File: src/shared/modem_spi_pkg.sv
package modem_spi_pkg;
  localparam int FRAME_BITS = 24;
  localparam int BUF_DEPTH = 2;
  localparam int CLK_HZ = 20_000_000;
  localparam int SCLK_MAX_HZ = 12_500_000;
  localparam int CLKOUT_DIV = 4;
  localparam logic [1:0] IRQ_MODE_LEVEL = 2'h0;
  localparam logic [1:0] IRQ_MODE_PULSE = 2'h1;
  localparam int IRQ_PULSE_CYCLES = 4;
  localparam logic [1:0] SCHEME_INT_OSC = 2'h0;
  localparam logic [1:0] SCHEME_XTAL = 2'h1;
  localparam logic [1:0] SCHEME_EXT_CMOS = 2'h2;
  localparam logic [1:0] SCHEME_XTAL_OUT = 2'h3;
endpackage

File: src/hw/frame_buffer.sv
`timescale 1ns/100ps
module frame_buffer
  import modem_spi_pkg::*;
#(
  parameter int WIDTH = FRAME_BITS,
  parameter int DEPTH = BUF_DEPTH
) (
  input wire logic clk,
  input wire logic rst,
  input wire logic [WIDTH-1:0] in_data,
  input wire logic in_valid,
  output logic in_ready,
  output logic [WIDTH-1:0] out_data,
  output logic out_valid,
  input wire logic out_ready
);
  localparam int AW = (DEPTH > 1) ? $clog2(DEPTH) : 1;
  logic [WIDTH-1:0] mem_reg [DEPTH];
  logic [AW-1:0] wr_reg, rd_reg;
  logic [AW:0] count_reg;
  logic push, pop;

  assign in_ready = count_reg != (AW+1)'(DEPTH);
  assign out_valid = count_reg != '0;
  assign out_data = mem_reg[rd_reg];
  assign push = in_valid && in_ready;
  assign pop = out_valid && out_ready;

  always_ff @(posedge clk) begin
    if (push) begin
      mem_reg[wr_reg] <= in_data;
    end
  end

  always_ff @(posedge clk) begin
    if (rst) begin
      wr_reg <= '0;
      rd_reg <= '0;
      count_reg <= '0;
    end else begin
      if (push) begin
        wr_reg <= (wr_reg == AW'(DEPTH-1)) ? '0 : wr_reg + 1'b1;
      end
      if (pop) begin
        rd_reg <= (rd_reg == AW'(DEPTH-1)) ? '0 : rd_reg + 1'b1;
      end
      if (push && !pop) begin
        count_reg <= count_reg + 1'b1;
      end else if (pop && !push) begin
        count_reg <= count_reg - 1'b1;
      end
    end
  end
endmodule

File: src/hw/modem_spi_pin_interface.sv
// Summary of operation
// While chip select is low, incoming serial data bits are captured into the input shift register.
// While chip select is high, the serial output is released to high impedance and serial input is ignored.
// Serial input is sampled on each falling serial clock edge into a 24-bit shift register.
// Serial output is valid at the falling serial clock edge, where the host samples it.
// The host keeps the serial clock at or below 12.5 MHz.
// A low reset pin level powers down and resets the device; high returns normal operation.
// The interrupt output is edge or level style with either polarity, per control settings.
// The interrupt is asserted only for modem events enabled by the interrupt mask.
// A low crystal enable strap turns the crystal oscillator on; high disables it.
// With the internal oscillator or a crystal as source, the clock output pin may drive that clock.
// The clocking scheme is chosen from the two clock configuration straps.
// A high reference enable strap turns on the internal 1.5-V reference, else external is used.
// A high filter enable strap turns on the internal band-pass filter, else external is used.
// Serial output changes on the rising serial clock edge, stable for the next falling edge.
`timescale 1ns/100ps
module modem_spi_pin_interface
  import modem_spi_pkg::*;
#(
  parameter int WIDTH = FRAME_BITS,
  parameter int EVENTS = 8,
  parameter int DIV = CLKOUT_DIV
) (
  input wire logic clk,
  input wire logic rst,
  input wire logic reset_pin_n,
  input wire logic cs_n,
  input wire logic sclk,
  input wire logic sdi,
  output logic sdo,
  output logic sdo_oe,
  output logic [WIDTH-1:0] rx_word,
  output logic rx_valid,
  input wire logic rx_ready,
  input wire logic [WIDTH-1:0] tx_word,
  input wire logic tx_load,
  input wire logic [EVENTS-1:0] modem_events,
  input wire logic [EVENTS-1:0] irq_mask,
  input wire logic [1:0] irq_mode,
  input wire logic irq_active_high,
  output logic irq,
  input wire logic crystal_osc_enable_n,
  input wire logic clock_scheme_strap_0,
  input wire logic clock_scheme_strap_1,
  input wire logic ref_enable_strap,
  input wire logic bandpass_filter_enable,
  input wire logic clock_out_enable,
  output logic clock_out_pin,
  output logic xtal_osc_on,
  output logic [1:0] clock_scheme,
  output logic internal_ref_on,
  output logic internal_filter_on,
  output logic power_down,
  output logic frame_overrun
);
  // Two-flop synchronisers for every pin input
  logic [5:0] s1_reg, s2_reg;
  logic cs_n_s, sclk_s, sdi_s, rstpin_s, xen_s, cfg0_s;
  logic [2:0] s1b_reg, s2b_reg;
  logic cfg1_s, refen_s, bpf_s;
  logic sclk_prev_reg;
  logic core_rst;

  always_ff @(posedge clk) begin
    if (rst) begin
      s1_reg <= 6'h3D;
      s2_reg <= 6'h3D;
      s1b_reg <= 3'h0;
      s2b_reg <= 3'h0;
    end else begin
      s1_reg <= {cs_n, sclk, sdi, reset_pin_n, crystal_osc_enable_n, clock_scheme_strap_0};
      s2_reg <= s1_reg;
      s1b_reg <= {clock_scheme_strap_1, ref_enable_strap, bandpass_filter_enable};
      s2b_reg <= s1b_reg;
    end
  end
  assign {cs_n_s, sclk_s, sdi_s, rstpin_s, xen_s, cfg0_s} = s2_reg;
  assign {cfg1_s, refen_s, bpf_s} = s2b_reg;
  assign core_rst = rst || !rstpin_s;

  always_ff @(posedge clk) begin
    if (rst) begin
      // Idle level of the serial clock, so no false rising edge follows reset
      sclk_prev_reg <= 1'b1;
    end else begin
      sclk_prev_reg <= sclk_s;
    end
  end

  logic sclk_fall, sclk_rise;
  assign sclk_fall = sclk_prev_reg && !sclk_s;
  assign sclk_rise = !sclk_prev_reg && sclk_s;

  // Receive shift register and frame count
  localparam int CW = $clog2(WIDTH + 1);
  logic [WIDTH-1:0] shift_reg, shift_next;
  logic [CW-1:0] bit_cnt_reg;
  logic frame_done;
  assign shift_next = {shift_reg[WIDTH-2:0], sdi_s};
  assign frame_done = !cs_n_s && sclk_fall && (bit_cnt_reg == CW'(WIDTH - 1));

  always_ff @(posedge clk) begin
    if (core_rst || cs_n_s) begin
      bit_cnt_reg <= '0;
    end else if (sclk_fall) begin
      shift_reg <= shift_next;
      bit_cnt_reg <= frame_done ? '0 : bit_cnt_reg + 1'b1;
    end
  end

  logic buf_in_ready, buf_out_valid;
  logic [WIDTH-1:0] buf_out_data;
  frame_buffer #(.WIDTH(WIDTH), .DEPTH(BUF_DEPTH)) u_rx_buf (
    .clk(clk),
    .rst(core_rst),
    .in_data(shift_next),
    .in_valid(frame_done),
    .in_ready(buf_in_ready),
    .out_data(buf_out_data),
    .out_valid(buf_out_valid),
    .out_ready(rx_ready && !rx_valid)
  );

  // Output stage registered so the top outputs come straight from flops
  always_ff @(posedge clk) begin
    if (core_rst) begin
      rx_valid <= 1'b0;
      rx_word <= '0;
      frame_overrun <= 1'b0;
    end else begin
      if (rx_valid && rx_ready) begin
        rx_valid <= 1'b0;
      end else if (!rx_valid && buf_out_valid && rx_ready) begin
        rx_valid <= 1'b1;
        rx_word <= buf_out_data;
      end
      // Only reached when the consumer stalls longer than two frames
      if (frame_done && !buf_in_ready) begin
        frame_overrun <= 1'b1;
      end
    end
  end

  // Transmit side: shifts out on rising edges, MSB first
  logic [WIDTH-1:0] tx_shift_reg;
  always_ff @(posedge clk) begin
    if (core_rst) begin
      tx_shift_reg <= '0;
      sdo <= 1'b0;
      sdo_oe <= 1'b0;
    end else begin
      sdo_oe <= !cs_n_s;
      if (cs_n_s) begin
        if (tx_load) begin
          tx_shift_reg <= tx_word;
        end
        sdo <= tx_load ? tx_word[WIDTH-1] : tx_shift_reg[WIDTH-1];
      end else if (sclk_rise && bit_cnt_reg != '0) begin
        sdo <= tx_shift_reg[WIDTH-2];
        tx_shift_reg <= {tx_shift_reg[WIDTH-2:0], 1'b0};
      end
    end
  end

  // Interrupt generation
  logic any_event, evt_prev_reg;
  logic [$clog2(IRQ_PULSE_CYCLES+1)-1:0] pulse_cnt_reg;
  assign any_event = |(modem_events & irq_mask);

  always_ff @(posedge clk) begin
    if (core_rst) begin
      evt_prev_reg <= 1'b0;
      pulse_cnt_reg <= '0;
      irq <= 1'b0;
    end else begin
      evt_prev_reg <= any_event;
      if (any_event && !evt_prev_reg) begin
        pulse_cnt_reg <= ($bits(pulse_cnt_reg))'(IRQ_PULSE_CYCLES);
      end else if (pulse_cnt_reg != '0) begin
        pulse_cnt_reg <= pulse_cnt_reg - 1'b1;
      end
      if (irq_mode == IRQ_MODE_PULSE) begin
        irq <= (pulse_cnt_reg != '0) ~^ irq_active_high;
      end else begin
        irq <= any_event ~^ irq_active_high;
      end
    end
  end

  // Straps and clock output
  logic [$clog2(DIV)-1:0] div_cnt_reg;
  logic src_ok;
  assign src_ok = clock_scheme != SCHEME_EXT_CMOS;
  always_ff @(posedge clk) begin
    if (core_rst) begin
      xtal_osc_on <= 1'b0;
      clock_scheme <= SCHEME_INT_OSC;
      internal_ref_on <= 1'b0;
      internal_filter_on <= 1'b0;
      power_down <= 1'b1;
      div_cnt_reg <= '0;
      clock_out_pin <= 1'b0;
    end else begin
      power_down <= 1'b0;
      xtal_osc_on <= !xen_s;
      clock_scheme <= {cfg1_s, cfg0_s};
      internal_ref_on <= refen_s;
      internal_filter_on <= bpf_s;
      div_cnt_reg <= div_cnt_reg + 1'b1;
      clock_out_pin <= clock_out_enable && src_ok && div_cnt_reg[$bits(div_cnt_reg)-1];
    end
  end
  // Power-down is shown while the pin holds the core in reset
  // relied on: 20 MHz sampling resolves sclk only up to a few MHz in this model
endmodule

File: config.mk
export PLATFORM = sky130hd
export DESIGN_NAME = modem_spi_pin_interface
export DESIGN_NICKNAME = d
export VERILOG_FILES = /design/src/shared/modem_spi_pkg.sv /design/src/hw/frame_buffer.sv /design/src/hw/modem_spi_pin_interface.sv
export SDC_FILE = /design/constraint.sdc
export NUM_CORES = 1
export LEC_CHECK = 0
export BUFFER_PORTS_ARGS = -buffer_cell sky130_fd_sc_hd__buf_2
export CAP_MARGIN = 30
export CORE_MARGIN = 5
export CORE_UTILIZATION = 60
export DETAILED_ROUTE_END_ITERATION = 10
export PLACE_DENSITY_LB_ADDON = 0.15
export REMOVE_ABC_BUFFERS = 1
export SKIP_CTS_REPAIR_TIMING = 1
export SYNTH_ARGS = -nofsm -noshare
export SYNTH_HDL_FRONTEND = slang
export SYNTH_HIERARCHICAL = 1
export SYNTH_SLANG_ARGS = --single-unit
File: constraint.sdc
create_clock -name clk -period 4.4 [get_ports clk]
set_clock_uncertainty 0.05 [all_clocks]
set_input_delay 0.88 -clock clk [delete_from_list [all_inputs] [get_ports clk]]
set_output_delay 0.88 -clock clk [all_outputs]
set_load 0.1 [all_outputs]
== Word-level counts from Yosys, hierarchy flattened ==
Memories as Yosys holds them, arrays and structs flattened. A register that Yosys moved wholly into a read port is not among the register bits.
Index checks and enable logic that the tools add are counted.

* Output and inout port bits: 36
* Logic and storage cells: 102
* RAM bits: 48
* Memories: 1
* Bits of input ports: 57
* Flip-flop bits (word level): 93

* Reductions and logical operators: 41
* Bitwise operators: 5
* Add/sub/neg operators: 7
* Mux-type cells: 17
* Equality and inequality tests: 5

{| class="wikitable"
|+ Memory list
! memory !! words !! bits a word !! rd ports !! clocked after Yosys merged registers in !! wr ports !! RTL line !! text
|-
| u_rx_buf.mem_reg || 2 || 24 || 1 || 1 || 1 || frame_buffer.sv:18 || <nowiki>logic [WIDTH-1:0] mem_reg [DEPTH];</nowiki>
|}

{| class="wikitable"
|+ Operator list
! cell !! number
|-
| $mux W24 || 3
|-
| $logic_and A1 B1 Y1 || 17
|-
| $logic_not A1 Y1 || 10
|-
| $mux W1 || 9
|-
| $and A8 B8 Y8 || 1
|-
| $reduce_bool A2 Y1 || 4
|-
| $reduce_or A8 Y1 || 1
|-
| $mux W3 || 2
|-
| $ne A2 B2 Y1 const B || 3
|-
| $reduce_and A2 Y1 || 3
|-
| $add A5 B1 Y5 const B || 1
|-
| $eq A5 B5 Y1 const B || 1
|-
| $mux W5 || 1
|-
| $reduce_bool A5 Y1 || 1
|-
| $add A2 B1 Y2 const B || 2
|-
| $mux W2 || 2
|-
| $reduce_or A2 Y1 || 2
|-
| $reduce_bool A3 Y1 || 1
|-
| $sub A3 B1 Y3 const B || 1
|-
| $add A1 B1 Y1 const B || 2
|-
| $eq A2 B1 Y1 const B || 1
|-
| $logic_or A1 B1 Y1 || 2
|-
| $not A1 Y1 || 2
|-
| $sub A2 B1 Y2 const B || 1
|-
| $xnor A1 B1 Y1 || 2
|}

== Depth between registers and ports, before layout ==
* Word-level depth: 9
* Depth in mapped cells: 8
* Gate-level depth less buffers: 8

== Hierarchy ==
Netlist, hierarchy kept.

{| class="wikitable"
|+ By module, submodules not included
! module !! area each (um^2) !! cells each !! sequential area each (um^2) !! times used
|-
| modem_spi_pin_interface || 4127.7 || 384 || 2492.4 || 1
|-
| frame_buffer || 1949.4 || 99 || 1541.5 || 1
|}

== Worst setup path before layout ==
No wires, ideal clock.

* Path type: input to register
* Start point: in rst
* End point: reg shift_reg[0], enable pin
* Path buffers: 0
* Required time: 3.947 ns
* Setup time: 0.403 ns
* Arrival time: 2.376 ns
* Cell stages on the path: 3
* Slack: 1.571 ns
* Cells stage by stage: nor2b_1 > nand2b_1 > nor2_1

* Cells in the longest elaborated chain, start to end: 4

{| class="wikitable"
|+ RTL lines
! what !! RTL line !! text
|-
| start, declared || modem_spi_pin_interface.sv:25 || <nowiki>input wire logic rst,</nowiki>
|-
| $logic_or A1 B1 Y1 || modem_spi_pin_interface.sv:79 || <nowiki>assign core_rst = rst || !rstpin_s;</nowiki>
|-
| $logic_or A1 B1 Y1 || modem_spi_pin_interface.sv:103 || <nowiki>if (core_rst || cs_n_s) begin</nowiki>
|-
| $not A1 Y1 (no line) || -- ||
|-
| $reduce_and A2 Y1 (no line) || -- ||
|-
| end signal, assigned || modem_spi_pin_interface.sv:106 || <nowiki>shift_reg <= shift_next;</nowiki>
|-
| end, declared || modem_spi_pin_interface.sv:96 || <nowiki>logic [WIDTH-1:0] shift_reg, shift_next;</nowiki>
|}

No other way between the ends.
A chain may end at the register's enable or synchronous reset.

== Worst setup path in the final report ==
* Start point: reg bit_cnt_reg[0]
* End point: mem u_rx_buf/mem_reg[0][2] (netlist bit), enable pin

* Cells in the longest elaborated chain, start to end: 5

{| class="wikitable"
|+ RTL lines
! what !! RTL line !! text
|-
| start, declared || modem_spi_pin_interface.sv:97 || <nowiki>logic [CW-1:0] bit_cnt_reg;</nowiki>
|-
| start signal, assigned || modem_spi_pin_interface.sv:107 || <nowiki>bit_cnt_reg <= frame_done ? '0 : bit_cnt_reg + 1'b1;</nowiki>
|-
| $eq A5 B5 Y1 || modem_spi_pin_interface.sv:100 || <nowiki>assign frame_done = !cs_n_s && sclk_fall && (bit_cnt_reg == CW'(WIDTH - 1));</nowiki>
|-
| $logic_and A1 B1 Y1 || modem_spi_pin_interface.sv:100 ||
|-
| named net frame_done || modem_spi_pin_interface.sv:98 || <nowiki>logic frame_done;</nowiki>
|-
| $logic_and A1 B1 Y1 || frame_buffer.sv:26 || <nowiki>assign push = in_valid && in_ready;</nowiki>
|-
| $mux W1 || frame_buffer.sv:30 || <nowiki>if (push) begin</nowiki>
|-
| $mux W1 (implied by the code) || frame_buffer.sv:31 || <nowiki>mem_reg[wr_reg] <= in_data;</nowiki>
|-
| end, declared || frame_buffer.sv:18 ||
|}

The timed path passes the listed nets, and every way through them passes these cells.

==> metrics <==
flip-flop count of the largest register after layout=48; Total Neg Setup Slack=0 ns; mean number of vias per cell=5.154; most frequent cells in the layout=sky130_fd_sc_hd__dfxtp_1 (95), sky130_fd_sc_hd__buf_2 (92), sky130_fd_sc_hd__edfxtp_1 (71); number of rows created at floorplan=36; clock power share=0.428; Gate Count Post-Synth=483; pin count of the biggest net entering global routing=48; overall fraction of global-route tracks in use=0.1773; Detailed Place HPWL=6.686 mm; DR DRC count=0; number of synthesized flops with an enable pin=71; clk slew on worst S/H paths=0.06 ns; clock latency reported for the late side of the worst-skew pair=about 0.52 ns; DIE WIDTH=110.6 um; switching power share of the total=0.2246; Max Freq=around 0.40 GHz; die height=110.6 um; Power Dens Cells=440.1 nW/um^2; Final Net Count=640; final slew viol count=0; Total Die Area=12240 um^2; clk sinks=166; total leakage power=2.904 nW; First DRT Iteration DRCs=138; minimum period implied by the final worst setup slack=2.525 ns; net load switching power=714.7 uW; average size of a mapped cell=12.58 um^2; Final Power=3.181 mW; fraction of registers with async set/reset=0; clock tree from TritonCTS=yes; share of synthesized area occupied by flip-flops and latches=0.6638; WL per Instance=~14 um; data arrival time of the critical path=between 2 and 3 ns; Int Pwr=between 2 and 2.5 mW; wire length of the first global-routing pass=roughly 18 mm; # H-tree levels=4; run status=completed; number of global-route vias before repair=3793; most common cell after layout, fill and taps aside=sky130_fd_sc_hd__dfxtp_1; number of different library cells in the post-synthesis netlist=39; effective utilization at floorplan=0.6189; netlist area before placement=roughly 6000 um^2; number of flip-flops and latches in the synthesized netlist=roughly 170; worst slew slack as a fraction of its limit=0.3689; Area Overhead vs Synth=18.96%; critical path required time=around 4.6 ns; measured slew at the worst slew-check pin=0.9467 ns; antenna violations before repair=0; number of buffers added by the clock tree synthesis step=17; peak ir drop on the vdd network=around 0.00024 V; Combinational Power Share=0.055; number of placed I/O pins=93; vias post-DR=roughly 3.7k; RSZ-0062 raised after global routing=false; share of the clock period used by the worst path after layout=0.5739; critical path class=flop to flop; count of buffers inserted at the top-level ports=92; endpoint class of the critical path=flop; startpoint type of the worst setup path=flop; # Max-Cap Violations=0; type of the most critical hold path=flop to flop; biggest fanout along the worst timing path=13; fraction of final layout cells sized beyond drive strength 1=0.3119; maximum number of buffers from clock root to sink=2; number of antenna cells inserted=0; DRT Pass-1 Iters=4; CTS root buf=sky130_fd_sc_hd__clkbuf_8; standard cell core area=9819 um^2; final setup violation count=0; Post-DRT Antenna Nets=0; number of warnings issued by yosys=6; ys flop type=sky130_fd_sc_hd__dfxtp_1; final number of hold-violating endpoints=0; GP Congestion=0.7572; sequential power share=0.517; remaining global-route overflow=0; routed wire length=10.41 mm
-- layout make-up --
cell class | count | area (um^2)
tap | 133 | 166.4
multi-input combinational | 280 | 1878
fill | 706 | 2590
timing repair buffer | 99 | 548.0
sequential | 166 | 4034
clock buffer | 19 | 431.7
clock inverter | 13 | 122.6
inverter | 13 | 48.80
-- worst max-delay path, cell delays in order, from the launching register on --
cell and delay, ns:
sky130_fd_sc_hd__dfxtp_1 0.39, sky130_fd_sc_hd__ha_1 0.20, sky130_fd_sc_hd__nand4b_1 0.17, sky130_fd_sc_hd__nor4b_2 0.53, sky130_fd_sc_hd__nand3b_1 0.18, sky130_fd_sc_hd__inv_1 0.47, sky130_fd_sc_hd__buf_8 0.24
-- cells by family after synthesis --
logic type | count (synthesis) | share of synthesized area
AOI/OAI and AO/OA | 71 | 0.08174
buffers and inverters | 37 | 0.02944
and+or+nand+nor | 146 | 0.1151
muxes | 50 | 0.08750
xor gates and xnor gates | 7 | 0.01009
DFF | 166 | 0.6638
adders and majority gates | 6 | 0.01235
-- power by group through the flow --
stage / Sequential (mW) / Combinational (mW) / Clock, mW
floorplan: 1.71 / 0.0879 / 0
global placement: 1.68 / 0.171 / 0
detailed placement: 1.68 / 0.177 / 0
CTS: 1.65 / 0.178 / 1.39
global route: 1.65 / 0.193 / 1.47
finish: 1.65 / 0.175 / 1.36
-- final timing paths --
check	startpoint	endpoint	slack, ns	depth (start not counted)
min reg2reg	s2_reg[1]	xtal_osc_on	0.35	1
max reg2reg	bit_cnt_reg[0]	u_rx_buf/mem_reg[0][2]	1.87	6
min	s2_reg[1]	xtal_osc_on	0.35	1
max	bit_cnt_reg[0]	u_rx_buf/mem_reg[0][2]	1.87	6
-- stage by stage --
step,instance area (um^2),util,cells,worst slack (ns),hold slack (ns)
floorplan,5947,-,459,0.6266,0.3182
global placement,6618,0.6739,688,1.800,0.3302
detailed placement,6660,0.6783,690,1.746,0.3317
CTS,7214,0.7347,722,1.719,0.3548
global route,7229,0.7362,723,1.623,0.3613
finish,7229,0.7362,723,1.875,0.3476
-- cells in the mapped netlist, drive strengths merged, types with 4 or more instances --
cell type   n  area, um^2
nor2b      12       75.07
edfxtp     71        2132
or2        12       75.07
xor2        6       52.55
mux2i      25       250.2
buf        18       107.6
mux2       25       281.5
and2        7       43.79
inv        13       48.79
dfxtp      95        1902
ha          6       75.07
a211oi     23       222.7
o21ai       5       25.02
a22oi       4       30.03
nor2       41       153.9
nand2      54       202.7
clkbuf      6       22.52
a21oi      34       170.2
-- routing by layer --
layer,GRT usage,up-vias,part of all wire
met3,0.05361,8,0.054
li1,-,1879,-
met1,0.2103,1737,0.42
met4,0.05911,0,0.0089
met5,0,-,0
met2,0.3070,102,0.52
Note: power is estimated with default switching activity, not from simulation.
